**src/ssp_consts.svh**
```systemverilog
// Register offsets, field positions and reset values of the serial port
// error-status block. Included by the design file and the test bench.
`ifndef SSP_CONSTS_SVH
`define SSP_CONSTS_SVH

// Byte addresses on the register bus.
`define SSP_OFF_CTRL      8'h00
`define SSP_OFF_DATA      8'h04
`define SSP_OFF_STATUS    8'h08

// Field positions inside the control register.
`define SSP_BIT_WRITE_COLLISION_FLAG      7
`define SSP_BIT_OVF       6
`define SSP_BIT_EN        5
`define SSP_BIT_CKP       4

// Field positions inside the status register.
`define SSP_BIT_FULL      0
`define SSP_BIT_BUSY      1

// Reset values.
`define SSP_RST_CTRL      8'h00
`define SSP_RST_BYTE      8'h00

// Bus responses.
`define SSP_RESP_OKAY     2'h0
`define SSP_RESP_SLVERR   2'h2

`endif

```
**src/ssp_pkg.sv**
```systemverilog
// Types shared by the serial port error-status block.
// Assumes the constants header is on the include path.
package ssp_pkg;

    // Control register layout, most significant field first.
    typedef struct packed {
        logic       write_collision_flag;
        logic       ovf;
        logic       en;
        logic       ckp;
        logic [3:0] mode;
    } ctrl_t;

    // Byte handed over by the shifter when a reception completes.
    typedef struct packed {
        logic       done;
        logic [7:0] data;
    } rx_in_t;

    // Role that the mode field selects.
    typedef enum logic [1:0] {
        ROLE_SPI_MASTER = 2'b00,
        ROLE_SPI_SLAVE  = 2'b01,
        ROLE_I2C        = 2'b10,
        ROLE_NONE       = 2'b11
    } role_t;

    // Reserved mode codes map to no role, so they never raise overflow.
    function automatic role_t decodeRole(input logic [3:0] mode);
        role_t r;
        r = ROLE_NONE;
        unique case (mode)
            4'h0, 4'h1, 4'h2, 4'h3:       r = ROLE_SPI_MASTER;
            4'h4, 4'h5:                   r = ROLE_SPI_SLAVE;
            4'h6, 4'h7, 4'hB, 4'hE, 4'hF: r = ROLE_I2C;
            default:                      r = ROLE_NONE;
        endcase
        return r;
    endfunction : decodeRole

endpackage : ssp_pkg

```
**src/ssp_collision_overflow_flags.sv**
```systemverilog
// Error-status logic of a synchronous serial port with AXI4-Lite registers.
// Assumes a shifter outside that reports busy and completed bytes on clk_sys.
// What this block does
// Buffer write during transfer: drop, set collision
// Software clears the collision flag itself
// SPI: byte into full buffer sets overflow
// On overflow keep old buffer, drop byte
// SPI overflow only possible as slave
// SPI master transfer starts on buffer write
// Software reads buffer after every transfer
// I2C: byte into full buffer sets overflow
// Software clears the overflow flag itself
// Flags reset to zero, held until cleared
//
// Added by the designer: the address map and the AXI4-Lite register port.
`include "ssp_consts.svh"

module ssp_collision_overflow_flags (
    // Clock and reset.
    input  wire logic          clk_sys,
    input  wire logic          sys_rst,
    // AXI4-Lite write address and data.
    input  wire logic          s_axi_awvalid,
    output logic               s_axi_awready,
    input  wire logic [7:0]    s_axi_awaddr,
    input  wire logic          s_axi_wvalid,
    output logic               s_axi_wready,
    input  wire logic [31:0]   s_axi_wdata,
    input  wire logic [3:0]    s_axi_wstrb,
    // AXI4-Lite write response.
    output logic               s_axi_bvalid,
    input  wire logic          s_axi_bready,
    output logic [1:0]         s_axi_bresp,
    // AXI4-Lite read.
    input  wire logic          s_axi_arvalid,
    output logic               s_axi_arready,
    input  wire logic [7:0]    s_axi_araddr,
    output logic               s_axi_rvalid,
    input  wire logic          s_axi_rready,
    output logic [31:0]        s_axi_rdata,
    output logic [1:0]         s_axi_rresp,
    // Shifter side.
    input  wire logic          xferBusy,
    input  ssp_pkg::rx_in_t    rxIn,
    output logic               txStart,
    output logic [7:0]         txByte,
    output ssp_pkg::ctrl_t     ctrlOut
);

    // Bus state.
    logic        awHave;
    logic        wHave;
    logic [7:0]  awAddr;
    logic [31:0] wData;
    logic [3:0]  wStrb;
    logic [1:0]  bResp;
    logic [31:0] rData;
    logic [1:0]  rResp;
    logic        bValid;
    logic        rValid;
    logic        next_awHave;
    logic        next_wHave;
    logic [7:0]  next_awAddr;
    logic [31:0] next_wData;
    logic [3:0]  next_wStrb;
    logic [1:0]  next_bResp;
    logic [31:0] next_rData;
    logic [1:0]  next_rResp;
    logic        next_bValid;
    logic        next_rValid;

    // Port state.
    ssp_pkg::ctrl_t ctrl;
    ssp_pkg::ctrl_t next_ctrl;
    logic [7:0]     rxBuf;
    logic [7:0]     next_rxBuf;
    logic           bufFull;
    logic           next_bufFull;
    logic [7:0]     next_txByte;
    logic           next_txStart;

    // Decoded strobes.
    logic           wrFire;
    logic           rdFire;
    logic           ctrlWr;
    logic           dataWr;
    logic           dataRd;
    logic           rxLands;
    ssp_pkg::role_t role;

    assign s_axi_awready = !awHave && !bValid;
    assign s_axi_wready  = !wHave && !bValid;
    assign s_axi_arready = !rValid;
    assign s_axi_bvalid  = bValid;
    assign s_axi_bresp   = bResp;
    assign s_axi_rvalid  = rValid;
    assign s_axi_rdata   = rData;
    assign s_axi_rresp   = rResp;
    assign ctrlOut       = ctrl;
    assign role          = ssp_pkg::decodeRole(ctrl.mode);

    // A write executes once both halves are held, so the order is free.
    assign wrFire = awHave && wHave && !bValid;
    assign rdFire = s_axi_arvalid && s_axi_arready;
    // Only byte lane 0 holds register bits; the upper lanes are ignored.
    assign ctrlWr = wrFire && wStrb[0] && awAddr == `SSP_OFF_CTRL;
    assign dataWr = wrFire && wStrb[0] && awAddr == `SSP_OFF_DATA;
    assign dataRd = rdFire && s_axi_araddr == `SSP_OFF_DATA;
    // A read in the same cycle frees the buffer for the arriving byte.
    assign rxLands = rxIn.done && (!bufFull || dataRd);

    // Bus channel bookkeeping and read data.
    always_comb begin
        next_awHave = awHave;
        next_wHave  = wHave;
        next_awAddr = awAddr;
        next_wData  = wData;
        next_wStrb  = wStrb;
        next_bValid = bValid;
        next_bResp  = bResp;
        next_rValid = rValid;
        next_rData  = rData;
        next_rResp  = rResp;
        if (s_axi_awvalid && s_axi_awready) begin
            next_awHave = 1'b1;
            next_awAddr = s_axi_awaddr;
        end
        if (s_axi_wvalid && s_axi_wready) begin
            next_wHave = 1'b1;
            next_wData = s_axi_wdata;
            next_wStrb = s_axi_wstrb;
        end
        if (wrFire) begin
            next_awHave = 1'b0;
            next_wHave  = 1'b0;
            next_bValid = 1'b1;
            next_bResp  = `SSP_RESP_OKAY;
            // Unmapped addresses answer SLVERR and change nothing.
            if (awAddr != `SSP_OFF_CTRL && awAddr != `SSP_OFF_DATA &&
                awAddr != `SSP_OFF_STATUS) begin
                next_bResp = `SSP_RESP_SLVERR;
            end
        end else if (bValid && s_axi_bready) begin
            next_bValid = 1'b0;
        end
        if (rdFire) begin
            next_rValid = 1'b1;
            next_rResp  = `SSP_RESP_OKAY;
            next_rData  = 32'h0000_0000;
            unique case (s_axi_araddr)
                `SSP_OFF_CTRL: next_rData[7:0] = ctrl;
                `SSP_OFF_DATA: next_rData[7:0] = rxBuf;
                `SSP_OFF_STATUS: begin
                    next_rData[`SSP_BIT_FULL] = bufFull;
                    next_rData[`SSP_BIT_BUSY] = xferBusy;
                end
                default: next_rResp = `SSP_RESP_SLVERR;
            endcase
        end else if (rValid && s_axi_rready) begin
            next_rValid = 1'b0;
        end
    end

    // Bus registers.
    always_ff @(posedge clk_sys) begin
        if (sys_rst) begin
            awHave <= 1'b0;
            wHave  <= 1'b0;
            awAddr <= 8'h00;
            wData  <= 32'h0000_0000;
            wStrb  <= 4'h0;
            bValid <= 1'b0;
            bResp  <= `SSP_RESP_OKAY;
            rValid <= 1'b0;
            rData  <= 32'h0000_0000;
            rResp  <= `SSP_RESP_OKAY;
        end else begin
            awHave <= next_awHave;
            wHave  <= next_wHave;
            awAddr <= next_awAddr;
            wData  <= next_wData;
            wStrb  <= next_wStrb;
            bValid <= next_bValid;
            bResp  <= next_bResp;
            rValid <= next_rValid;
            rData  <= next_rData;
            rResp  <= next_rResp;
        end
    end

    // Control, flags, receive buffer and transmit load.
    always_comb begin
        next_ctrl    = ctrl;
        next_rxBuf   = rxBuf;
        next_bufFull = bufFull;
        next_txByte  = txByte;
        next_txStart = 1'b0;
        // software write
        if (ctrlWr) begin
            next_ctrl = wData[7:0];
        end
        // write starts transfer
        if (dataWr && !xferBusy && ctrl.en) begin
            next_txByte  = wData[7:0];
            next_txStart = 1'b1;
        end
        // The dropped byte never reaches txByte; the shift in flight is safe.
        // collision drops write
        if (dataWr && xferBusy) begin
            next_ctrl.write_collision_flag = 1'b1;
        end
        if (dataRd) begin
            next_bufFull = 1'b0;
        end
        // keep old byte
        if (rxLands) begin
            next_rxBuf   = rxIn.data;
            next_bufFull = 1'b1;
        end
        // overflow by role
        if (rxIn.done && !rxLands &&
            (role == ssp_pkg::ROLE_SPI_SLAVE ||
             role == ssp_pkg::ROLE_I2C)) begin
            next_ctrl.ovf = 1'b1;
        end
    end

    // Port registers; the event terms come last so a set beats a clear.
    // Reset clears both flags along with the rest of control.
    always_ff @(posedge clk_sys) begin
        if (sys_rst) begin
            ctrl    <= `SSP_RST_CTRL;
            rxBuf   <= `SSP_RST_BYTE;
            bufFull <= 1'b0;
            txByte  <= `SSP_RST_BYTE;
            txStart <= 1'b0;
        end else begin
            ctrl    <= next_ctrl;
            rxBuf   <= next_rxBuf;
            bufFull <= next_bufFull;
            txByte  <= next_txByte;
            txStart <= next_txStart;
        end
    end
endmodule : ssp_collision_overflow_flags

```
**config.mk**
```make
export PLATFORM = sky130hd
export DESIGN_NAME = ssp_collision_overflow_flags
export DESIGN_NICKNAME = d
export VERILOG_FILES = /design/src/ssp_pkg.sv /design/src/ssp_collision_overflow_flags.sv
export VERILOG_INCLUDE_DIRS = /design/src /design/src/src
export SDC_FILE = /design/constraint.sdc
export NUM_CORES = 1
export LEC_CHECK = 0
export BUFFER_PORTS_ARGS = -buffer_cell sky130_fd_sc_hd__buf_2
export CAP_MARGIN = 20
export CORE_MARGIN = 5
export CORE_UTILIZATION = 41
export CTS_CLUSTER_SIZE = 12
export DETAILED_ROUTE_END_ITERATION = 8
export GPL_TIMING_DRIVEN = 0
export HOLD_SLACK_MARGIN = 0.05
export PLACE_DENSITY = 0.75
export SLEW_MARGIN = 30
export SYNTH_ARGS = -nofsm -noshare
export SYNTH_HDL_FRONTEND = slang
export SYNTH_SLANG_ARGS = --single-unit
```
**constraint.sdc**
```tcl
create_clock -name clk_sys -period 1.8 [get_ports clk_sys]
set_input_delay 0.36 -clock clk_sys [delete_from_list [all_inputs] [get_ports clk_sys]]
set_output_delay 0.36 -clock clk_sys [all_outputs]
set_load 0.02 [all_outputs]
```
## After elaboration in Yosys (flattened, before gate mapping)

Memories as Yosys holds them, arrays and structs flattened. A register that Yosys moved wholly into a read port is not among the register bits.
Index checks and enable logic that the tools add are counted.

- Eq/ne operators: 7
- Mux-type cells: 16
- Reduce and logical (&&, ||, !) cells: 40

Operators with widths:

| kind | number |
|---|---|
| $logic_and A1 B1 Y1 | 21 |
| $eq A8 B3 Y1 const B | 2 |
| $logic_not A8 Y1 | 2 |
| $pmux W6 S2 | 1 |
| $reduce_bool A2 Y1 | 5 |
| $mux W1 | 9 |
| $eq A8 B4 Y1 const B | 1 |
| $mux W4 | 2 |
| $mux W8 | 1 |
| $ne A8 B3 Y1 const B | 1 |
| $ne A8 B4 Y1 const B | 1 |
| $reduce_bool A8 Y1 | 1 |
| $logic_not A1 Y1 | 7 |
| $pmux W2 S3 | 1 |
| $mux W2 | 2 |
| $reduce_or A3 Y1 | 1 |
| $eq A2 B1 Y1 const B | 1 |
| $eq A2 B2 Y1 const B | 1 |
| $logic_or A1 B1 Y1 | 2 |
| $reduce_or A2 Y1 | 1 |

- Flip-flop bits (word level): 59
- Memory bits (read-only): 32
- Input port bits: 69
- Output and inout port bits: 58
- Word-level logic and storage cells: 83
- Memories: 1

Memories:

| memory | depth | width | read ports | clocked after Yosys merged registers in | write ports | line | source |
|---|---|---|---|---|---|---|---|
| (name not given) | 16 | 2 | 1 | 1 | 0 | ssp_pkg.sv:32 | `unique case (mode)` |

## Logic depth before layout (Yosys ltp)

Gate-level depths: netlist (run 1).

- Depth after elaboration: 9
- Depth in mapped cells: 5
- Mapped depth without buffers: 4

## Least setup slack after synthesis (run 1)

OpenSTA, ideal clock, no wires.

- Kind: input to register
- Start: input port s_axi_araddr[1]
- End: register rxBuf[3]
- Data arrival time: 1762 ps
- Data required time: 1672 ps
- Path slack: -89 ps
- Stages on the path: 5
- Buffers on the path: 1
- Path through: or4_1 > o41a_1 > buf_2 > mux2i_1 > nor2_1

- Cells in the longest elaborated chain, start to end: 4

RTL lines:

| what | line | source |
|---|---|---|
| start, declared | ssp_collision_overflow_flags.sv:37 | `input wire logic [7:0] s_axi_araddr,` |
| $eq A8 B3 Y1 | - |  |
| $logic_and A1 B1 Y1 (no line) | - |  |
| $logic_or A1 B1 Y1 | ssp_collision_overflow_flags.sv:110 | `assign rxLands = rxIn.done && (!bufFull \|\| dataRd);` |
| $logic_and A1 B1 Y1 | ssp_collision_overflow_flags.sv:110 |  |
| end signal, assigned | ssp_collision_overflow_flags.sv:233 | `` rxBuf <= `SSP_RST_BYTE; `` |
| end signal, assigned | ssp_collision_overflow_flags.sv:239 | `rxBuf <= next_rxBuf;` |
| end, declared | ssp_collision_overflow_flags.sv:75 | `logic [7:0] rxBuf;` |

No other way between the ends.
A chain may end at the register's enable or synchronous reset.

## Worst setup path after layout (run 1)

- Start: register awAddr[0]
- End: register txByte[7]

- Cells in the longest elaborated chain, start to end: 4

RTL lines:

| what | line | source |
|---|---|---|
| start, declared | ssp_collision_overflow_flags.sv:53 | `logic [7:0] awAddr;` |
| start signal, assigned | ssp_collision_overflow_flags.sv:180 | `awAddr <= next_awAddr;` |
| $eq A8 B3 Y1 (no line) | - |  |
| $logic_and A1 B1 Y1 (no line) | - |  |
| $logic_and A1 B1 Y1 (2 in series) | ssp_collision_overflow_flags.sv:203 | `if (dataWr && !xferBusy && ctrl.en) begin` |
| end signal, assigned | ssp_collision_overflow_flags.sv:235 | `` txByte <= `SSP_RST_BYTE; `` |
| end signal, assigned | ssp_collision_overflow_flags.sv:241 | `txByte <= next_txByte;` |
| end, declared | ssp_collision_overflow_flags.sv:46 | `output logic [7:0] txByte,` |

No other way between the ends.

==> flow_summary_export.csv, run 1 <==
group,metric,value,unit
place,dp_cells,468,
pwr,p_seq_frac,0.464,
clock_network,cts_max_level,3,
pwr,switching_share,0.253,
place,pre_cts_ws,-0.315,ns
cells_and_area,area_growth,33.9,%
critical_path,critPathLaunch,"awAddr[0]",
cells_and_area,instances_no_fill,487,
critical_path,critPathKind,"flip-flop to flip-flop",
clock_network,hold_buffers,0,
critical_path,critPathCaptureType,"flip-flop",
timing,relSlewSlack,0.637,
pwr,p_leak,0.00161,uW
critical_path,slowest_stage,"or4_4",
global_route,grt_pass1_vias,2148,
drt,wire_per_inst,13.0,um
timing,timing.final.max_slew_violations,0,
logic_synthesis,synth_flop_cell,"dfxtp_1",
timing,finalHoldViolCount,0,
timing,setup_ws,-0.109,ns
critical_path,arrival,2.17,ns
pwr,combPwrFrac,0.130,
drt,vias_per_cell,4.71,
cells_and_area,fin_area,3440,um^2
place,io_buffers,73,
clock_network,cts.path.max_buffers,2,
clock_network,cts_sinks,59,
critical_path,crit_end,"txByte[7]",
die,fp.dieW,89.2,um
logic_synthesis,ys_seq_area_frac,0.460,
drt,vias,2294,
die,start_util,0.429,
logic_synthesis,synthArstFlopShare,0,
drt,wirelength,6320,um
drt,final_antenna_net_count,0,
cells_and_area,drive_gt1_frac,0.333,
critical_path,ff2ff_path_depth,5,
global_route,overflow,0,
flow_run,cap_violations,0,
critical_path,critical-path-max-stage-delay,0.56,ns
global_route,grt_max_degree,11,
logic_synthesis,yosys_warnings,0,
pwr,switching_power,759,uW
pwr,powerDensity,874,nW/um^2
drt,drc,0,
clock_network,cts_tree,"yes",
logic_synthesis,synth_area_leaders,"dfxtp_1 (46%), mux2i_1 (9.4%), nand2_1 (8.6%), buf_4 (7.9%), a21oi_1 (5.8%)",
clock_network,cts.clk_slew.worst_paths,0.06,ns
timing,finalClockSkew,0.00700,ns
critical_path,critical_path_depth,5,
die,core,5990,um^2
logic_synthesis,synth_seq_cells,59,
timing,post-route-period-util,1.06,
cells_and_area,diodes,0,
pwr,total_power,3000,uW
pwr,peakVddDrop,0.543,mV
global_route,antenna_found_initial,0,
timing,grt_setup_unrepaired,"true",
die,die-area,7950,um^2
timing,max_slew.worst_pin.slew,0.545,ns
critical_path,crit_family,"simple AND/OR/NAND/NOR gates",
die,row_count,28,
critical_path,cp-start-kind,"flip-flop",
cells_and_area,fillCellCount,549,
logic_synthesis,yosysUniqueCellTypes,36,
place,placed_area,3140,um^2
critical_path,critPathBufInv,1,
critical_path,worstPathCellList,"or4_4 -> nor4_4 -> and4b_1 -> buf_6 -> mux2i_1",
die,die_y,89.2,um
cells_and_area,fin_nets,476,
logic_synthesis,yosysTopAreaCell,"dfxtp_1",
pwr,clockPowerShare,0.406,
place,hpwl,4730,um
critical_path,required,2.06,ns
drt,first_iter_violations,120,
critical_path,r2r_start,"awAddr[0]",
cells_and_area,final_cell_mix,"buf_2 (73), nand2_1 (59), dfxtp_1 (56), a21oi_1 (30), buf_4 (29)",
timing,whs,0.261,ns
logic_synthesis,synth_edf_count,0,
run_status,status,"finished, violations left",
run_status,violations,"negative setup slack",
timing,setup_violations,18,
logic_synthesis,synth_area,2570,um^2
timing,min_period,1.91,ns
logic_synthesis,synth_top_area_frac,0.460,
critical_path,cp_max_fo,5,
pwr,p_int,2240,uW
worst_hold_path,min_from,"s_axi_awaddr[0]",
drt,drtPass1Iterations,4,
place,gp_congestion,0.793,
logic_synthesis,syn-mean-instance-area,8.71,um^2
die,ios,127,
timing,max_freq,524,MHz
clock_network,cts_root_buf,"clkbuf_8",
global_route,grt_use_total,0.163,
logic_synthesis,syn_inst,295,
critical_path,worstReg2RegEnd,"txByte[7]",
cells_and_area,layout_commonest_cell,"buf_2",
clock_network,clock_latency,0.33,ns
worst_hold_path,hold_class,"input pin to flip-flop",
clock_network,cts_inserted_buffers,9,
global_route,grt_pass1_wl,9940,um
critical_path,r2r_slack,-0.11,ns
==> synthesized netlist by cell type, drive strengths merged, types with 2 or more instances <==
| master | instances |
|---|---|
| inv | 4 |
| dfxtp | 59 |
| nand2 | 59 |
| nand2b | 8 |
| or2 | 2 |
| a211oi | 3 |
| nor2b | 2 |
| mux2i | 24 |
| or4 | 3 |
| buf | 30 |
| a22oi | 8 |
| nor4b | 2 |
| clkbuf | 9 |
| a21oi | 30 |
| and2 | 3 |
| nor4 | 2 |
| nor2 | 25 |
| nor3 | 3 |
| o2bb2ai | 2 |
| nand3b | 2 |
| o21ai | 6 |
==> how the worst min path moves through the flow <==
stage	cells past startpoint	to	slack, ns
final	3	awAddr[0]	0.26
after global routing	3	awAddr[0]	0.25
after CTS	3	awAddr[6]	0.26
after detailed placement	2	awAddr[5]	0.44
after global placement	2	awAddr[5]	0.44
after floorplan	2	awAddr[6]	0.43
==> layout make-up <==
cell class	count	area [um^2]	area share
tap	75	93.8	0.0273
sequential	59	1190	0.345
timing repair buffer	76	388	0.113
buffer	39	275	0.0801
inverter	4	15.0	0.00437
clock buffer	16	210	0.0611
multi-input combinational	218	1270	0.369
==> worst register-to-register path: stages, from the launching register on <==
cell and delay [ns]:
dfxtp_2 0.32, or4_4 0.56, nor4_4 0.30, and4b_1 0.32
buf_6 0.16, mux2i_1 0.19
==> flip-flops by register name, indices dropped and copies added, names as in the netlist, 2 cells and up <==
signal,cells
role,2
ctrlOut,8
wData,8
s_axi_rdata,8
awAddr,8
txByte,8
rxBuf,8
==> kinds of logic after synthesis <==
group	count (synthesis)	synth area share
flops	59	0.460
simple gates	113	0.207
buf+inv	43	0.106
xor+xnor	1	0.00341
mux	25	0.0994
other cells	1	0.00146
compound gates	53	0.124
==> through the flow <==
step | utilization | setup TNS (ns)
finish | 0.574 | -1.30
global route | 0.574 | -2.55
CTS | 0.562 | -0.551
detailed placement | 0.524 | -4.45
global placement | 0.524 | -3.91
floorplan | - | 0
==> per-layer routing <==
layer	share of wire	vias to the layer above	wire (um)	global-route usage
met3	0.11	6	673	0.0691
met2	0.47	78	2960	0.272
li1	-	1171	-	-
met4	0.012	0	73	0.0555
met1	0.41	1039	2610	0.188
met5	0	-	0	0
==> what timing repair did <==
item / 4_1_cts / 5_1_grt
gates cloned: 0 / 1
setup buffers: 1 / 1
endpoints found under the setup margin: 19 / 22
pin swaps: 1 / 0
resized for setup: 4 / 12
==> power by group through the flow <==
stage          clock (uW)  sequential [uW]  combinational [uW]
2_1_floorplan           0             1420                 263
5_1_grt              1310             1400                 434
3_3_place_gp            0             1420                 367
3_5_place_dp            0             1420                 372
6_report             1220             1390                 390
4_1_cts              1240             1390                 379
No activity file was read; power rests on OpenSTA's default activity.
==> run 2, diff against run 1 <==
Settings changed: CELL_PAD_IN_SITES_DETAIL_PLACEMENT set to 0, CELL_PAD_IN_SITES_GLOBAL_PLACEMENT set to 1, CORE_UTILIZATION 41 to 29, CTS_CLUSTER_DIAMETER set to 120, PLACE_DENSITY 0.75 to 0.74.
==> run 2 against run 1 <==
Effect of this change: the run still ends with negative setup slack left; sequential power about the same; combinational power increased by 5%; design area increased by 1.7%; register-to-register slack got worse by 0.02 ns; global-route usage decreased by 3.4 points; hold slack got worse by 0.0026 ns; clock power about the same; clock skew increased by 0.00097 ns; first-iteration DRC count decreased by 16%; flip-flop and latch count unchanged; via count decreased by 0.78%.
==> flow_summary_export.csv, run 2 (same netlist as run 1, synthesis figures left out) <==
group,metric,value,unit
die,die_y,104,um
pwr,combPwrFrac,0.136,
drt,first_iter_violations,101,
cells_and_area,area_growth,36.1,%
pwr,switching_share,0.256,
clock_network,cts_inserted_buffers,9,
critical_path,ff2ff_path_depth,5,
critical_path,cp_max_fo,5,
drt,final_antenna_net_count,0,
clock_network,cts_sinks,59,
critical_path,critPathKind,"flip-flop to flip-flop",
timing,grt_setup_unrepaired,"true",
global_route,antenna_found_initial,0,
place,io_buffers,73,
timing,finalClockSkew,0.00798,ns
pwr,p_seq_frac,0.466,
worst_hold_path,min_from,"s_axi_wdata[5]",
pwr,clockPowerShare,0.398,
cells_and_area,drive_gt1_frac,0.333,
pwr,p_leak,0.00163,uW
run_status,violations,"negative setup slack",
clock_network,clock_latency,0.33,ns
run_status,status,"finished, violations left",
flow_run,cap_violations,0,
drt,vias_per_cell,4.38,
global_route,overflow,0,
drt,wirelength,7090,um
place,placed_area,3180,um^2
pwr,peakVddDrop,0.380,mV
cells_and_area,layout_commonest_cell,"buf_2",
clock_network,hold_buffers,0,
timing,max_freq,519,MHz
critical_path,arrival,2.14,ns
critical_path,critPathCaptureType,"flip-flop",
drt,vias,2276,
cells_and_area,diodes,0,
timing,setup_ws,-0.128,ns
timing,fin_setup_tns,-0.633,ns
critical_path,critPathLaunch,"awAddr[0]",
clock_network,cts_max_level,3,
drt,wire_per_inst,13.6,um
die,core,8680,um^2
clock_network,cts.clk_slew.worst_paths,0.06,ns
timing,timing.final.max_slew_violations,0,
global_route,grt_pass1_wl,11300,um
pwr,switching_power,767,uW
pwr,p_int,2230,uW
place,hpwl,5340,um
timing,max_slew.worst_pin.slew,0.615,ns
die,die-area,10800,um^2
clock_network,cts.path.max_buffers,2,
die,row_count,34,
drt,drc,0,
cells_and_area,final_cell_mix,"buf_2 (73), nand2_1 (59), dfxtp_1 (57), a21oi_1 (30), buf_4 (27)",
critical_path,r2r_start,"awAddr[0]",
cells_and_area,fin_nets,477,
timing,finalHoldViolCount,0,
worst_hold_path,holdPathStages,3,
clock_network,cts_root_buf,"clkbuf_8",
critical_path,r2r_slack,-0.13,ns
timing,setup_violations,16,
clock_network,cts_tree,"yes",
die,start_util,0.296,
cells_and_area,final_util,0.403,
critical_path,required,2.01,ns
critical_path,cp-start-kind,"flip-flop",
place,gp_congestion,0.781,
timing,relSlewSlack,0.590,
worst_hold_path,hold_class,"input pin to flip-flop",
timing,post-route-period-util,1.07,
pwr,powerDensity,857,nW/um^2
critical_path,worstReg2RegEnd,"ctrlOut[6]",
die,fp.dieW,104,um
global_route,grt_use_total,0.129,
worst_hold_path,min_to,"wData[5]",
drt,drtPass1Iterations,4,
global_route,grt_pass1_vias,2291,
timing,min_period,1.93,ns
die,ios,127,
cells_and_area,fin_area,3500,um^2
global_route,grt_max_degree,11,
-- run 2: cell type report --
| cell class | count | area (um^2) |
|---|---|---|
| buffer | 39 | 270 |
| clock inverter | 2 | 35.0 |
| fill | 942 | 5180 |
| tap | 108 | 135 |
| sequential | 59 | 1190 |
| clock buffer | 13 | 159 |
| multi-input combinational | 218 | 1280 |
| timing repair buffer | 77 | 420 |
| inverter | 4 | 15.0 |
-- run 2: power by group through the flow --
| stage | combinational (uW) | clock [uW] | sequential [uW] |
|---|---|---|---|
| final | 408 | 1190 | 1400 |
| after floorplan | 263 | 0 | 1420 |
| after detailed placement | 380 | 0 | 1430 |
| after global placement | 374 | 0 | 1420 |
| after global routing | 450 | 1290 | 1400 |
| after CTS | 385 | 1220 | 1400 |
-- run 2: worst max path at each step --
stage                     endpoint  slack [ns]  cells after the start
floorplan               ctrlOut[6]       0.005                      5
global placement           bufFull       -0.24                      5
detailed placement  s_axi_rdata[7]       -0.28                      5
CTS                     ctrlOut[6]        -0.1                      5
global route            ctrlOut[6]       -0.17                      5
finish                  ctrlOut[6]       -0.13                      5
-- run 2: worst max-delay path: stages (launching register included) --
cell     delay [ns]
dfxtp_1        0.31
or4_4          0.55
or4_4          0.49
buf_8          0.16
a32oi_2        0.20
o41ai_2        0.10
-- run 2: layer usage --
metal	share of wire	track usage	wire length (um)
met5	0	0	0
met4	0.015	0.0426	106
met1	0.44	0.157	3100
met3	0.078	0.0509	553
met2	0.47	0.208	3330
-- run 2: repair_timing --
| action | in CTS | in global routing |
|---|---|---|
| cloned | 0 | 2 |
| endpoints found under the setup margin | 18 | 25 |
| buffers inserted | 0 | 2 |
| resized for setup | 3 | 15 |
| pin swaps | 0 | 3 |
-- run 2: per-stage QoR --
| step | setup WS [ns] | hold WS, ns | total power, uW | std cells |
|---|---|---|---|---|
| floorplan | 0.00497 | 0.431 | 1680 | 320 |
| global placement | -0.244 | 0.439 | 1800 | 501 |
| detailed placement | -0.279 | 0.450 | 1810 | 501 |
| CTS | -0.0954 | 0.247 | 3010 | 516 |
| global route | -0.170 | 0.258 | 3140 | 520 |
| finish | -0.128 | 0.259 | 3000 | 520 |
==> run 3, diff against run 2 <==
Settings changed: CORE_UTILIZATION 29 to 32, PLACE_DENSITY 0.74 to 0.78, SKIP_CTS_REPAIR_TIMING set to 1.
Clock period 1.8 ns to 1.85 ns, I/O delays scaled along.
==> run 3 against run 2 <==
Effect of this change: the run still ends with negative setup slack left; final cell count shrank 1.3%; first-iteration DRC count grew 22%; utilization grew 3.8 points; design area shrank 2.0%; fmax shrank 0.62%; critical path depth is the same; hold slack gained 0.0015 ns; clock power shrank 8%; flip-flop and latch count is the same; register-to-register slack gained 0.04 ns; setup slack gained 0.038 ns; sequential power shrank 3%; largest power group unchanged.
==> flow_summary_export.csv, run 3 (same netlist as run 1, synthesis figures left out) <==
group,metric,value,unit
cells_and_area,final_cell_mix,"buf_2 (74), nand2_1 (59), dfxtp_1 (57), a21oi_1 (30), buf_4 (27)",
pwr,switching_power,729,uW
cells_and_area,instances_no_fill,513,
run_status,violations,"negative setup slack",
die,fp.dieW,99.6,um
critical_path,worstPathCellList,"or4_4 -> or4_4 -> buf_8 -> a32oi_2 -> o41ai_2",
drt,drtPass1Iterations,4,
global_route,overflow,0,
timing,whs,0.260,ns
flow_run,cap_violations,0,
timing,max_slew.worst_pin.slew,0.616,ns
global_route,antenna_found_initial,0,
timing,grt_setup_unrepaired,"true",
place,dp_cells,495,
critical_path,arrival,2.15,ns
critical_path,cp_max_fo,5,
critical_path,slowest_stage,"or4_4",
pwr,combPwrFrac,0.132,
critical_path,critical-path-max-stage-delay,0.55,ns
drt,wirelength,6720,um
worst_hold_path,holdPathStages,3,
cells_and_area,diodes,0,
pwr,clockPowerShare,0.389,
timing,setup_ws,-0.0903,ns
critical_path,required,2.06,ns
drt,drc,0,
global_route,grt_pass1_vias,2168,
die,die_y,99.6,um
timing,relSlewSlack,0.586,
global_route,grt_pass1_wl,10400,um
cells_and_area,fin_nets,475,
critical_path,critPathKind,"flip-flop to flip-flop",
cells_and_area,drive_gt1_frac,0.321,
global_route,grt_use_total,0.133,
cells_and_area,fin_area,3430,um^2
clock_network,cts_tree,"yes",
clock_network,cts.path.max_buffers,2,
clock_network,cts_inserted_buffers,9,
clock_network,cts_sinks,59,
clock_network,clock_latency,0.34,ns
critical_path,r2r_slack,-0.09,ns
drt,vias_per_cell,4.42,
drt,first_iter_violations,123,
timing,finalHoldViolCount,0,
critical_path,critPathBufInv,1,
die,die-area,9920,um^2
timing,setup_violations,15,
timing,timing.final.max_slew_violations,0,
pwr,peakVddDrop,0.597,mV
global_route,grt_max_degree,11,
place,gp_congestion,0.771,
pwr,switching_share,0.257,
critical_path,ff2ff_path_depth,5,
die,core,7770,um^2
drt,wire_per_inst,13.1,um
clock_network,cts.clk_slew.worst_paths,0.06,ns
timing,finalClockSkew,0.00442,ns
clock_network,cts_max_level,3,
cells_and_area,final_util,0.441,
critical_path,worstReg2RegEnd,"ctrlOut[6]",
worst_hold_path,hold_class,"input pin to flip-flop",
pwr,powerDensity,827,nW/um^2
critical_path,critPathCaptureType,"flip-flop",
place,placed_area,3160,um^2
critical_path,crit_family,"simple AND/OR/NAND/NOR gates",
die,row_count,32,
timing,post-route-period-util,1.05,
die,start_util,0.331,
worst_hold_path,min_to,"awAddr[2]",
cells_and_area,layout_commonest_cell,"buf_2",
timing,max_freq,515,MHz
timing,fin_setup_tns,-0.407,ns
timing,min_period,1.94,ns
critical_path,cp-start-kind,"flip-flop",
place,io_buffers,73,
die,ios,127,
pwr,p_seq_frac,0.479,
drt,final_antenna_net_count,0,
cells_and_area,area_growth,33.5,%
pwr,p_leak,0.00161,uW
critical_path,r2r_start,"awAddr[0]",
drt,vias,2270,
worst_hold_path,min_from,"s_axi_awaddr[2]",
critical_path,path_common_cell,"or4_4",
clock_network,cts_root_buf,"clkbuf_8",
place,hpwl,5100,um
pwr,p_int,2100,uW
run_status,status,"finished, violations left",
[run 3: cell types whose count changed in the layout (fill, tap and decap cells not counted)]
cell | before | now
buf_2 | 73 | 74
a211oi_2 | 1 | 0
a211oi_1 | 2 | 3
buf_6 | 4 | 1
and4b_1 | 0 | 1
nor2_1 | 24 | 25
nor4_2 | 0 | 2
bufinv_16 | 1 | 0
nor4_4 | 2 | 0
o21ai_2 | 1 | 0
clkbuf_8 | 11 | 13
o21ai_0 | 5 | 6
nor2_2 | 1 | 0
and4b_2 | 1 | 0
[run 3: per-stage QoR]
step | setup WS [ns] | total power, uW
2_1_floorplan | 0.0201 | 1640
3_3_place_gp | -0.207 | 1740
3_5_place_dp | -0.236 | 1750
4_1_cts | -0.136 | 2860
5_1_grt | -0.170 | 2960
6_report | -0.0903 | 2830
[run 3: power by group through the flow]
stage                     registers [uW]  clock network, uW  logic [uW]
after detailed placement            1390                  0         364
after global placement              1380                  0         360
final                               1360               1100         373
after global routing                1360               1180         418
after floorplan                     1380                  0         254
after CTS                           1360               1140         365
[run 3: worst max-delay path by stage]
stage / from / end / slack [ns] / cells after the start
2_1_floorplan: s_axi_araddr[1] / rxBuf[3] / 0.02 / 5
3_3_place_gp: s_axi_araddr[1] / bufFull / -0.21 / 5
3_5_place_dp: s_axi_araddr[1] / s_axi_rdata[3] / -0.24 / 5
4_1_cts: awAddr[0] / txByte[6] / -0.14 / 5
5_1_grt: awAddr[0] / ctrlOut[6] / -0.17 / 5
6_report: awAddr[0] / ctrlOut[6] / -0.09 / 5
[run 3: routing by layer]
metal  GRT usage  vias up  share of wire
li1            -     1174              -
met1       0.169     1013           0.45
met2       0.210       77           0.47
met3      0.0449        6          0.074
met4      0.0504        0          0.011
met5           0        -              0
[run 3: tightest hold or removal path: stages]
cell and delay (ns):
buf_2 0.09, nand2_1 0.04, a21oi_1 0.05
[run 3: cell type report]
class                           count  area (um^2)
Fill cell                         795         4340
Multi-Input combinational cell    218         1250
Sequential cell                    59         1190
Timing Repair Buffer               75          398
Buffer                             39          264
Clock buffer                       15          186
Tap cell                          102          128
Inverter                            4         15.0
Clock inverter                      1         5.00
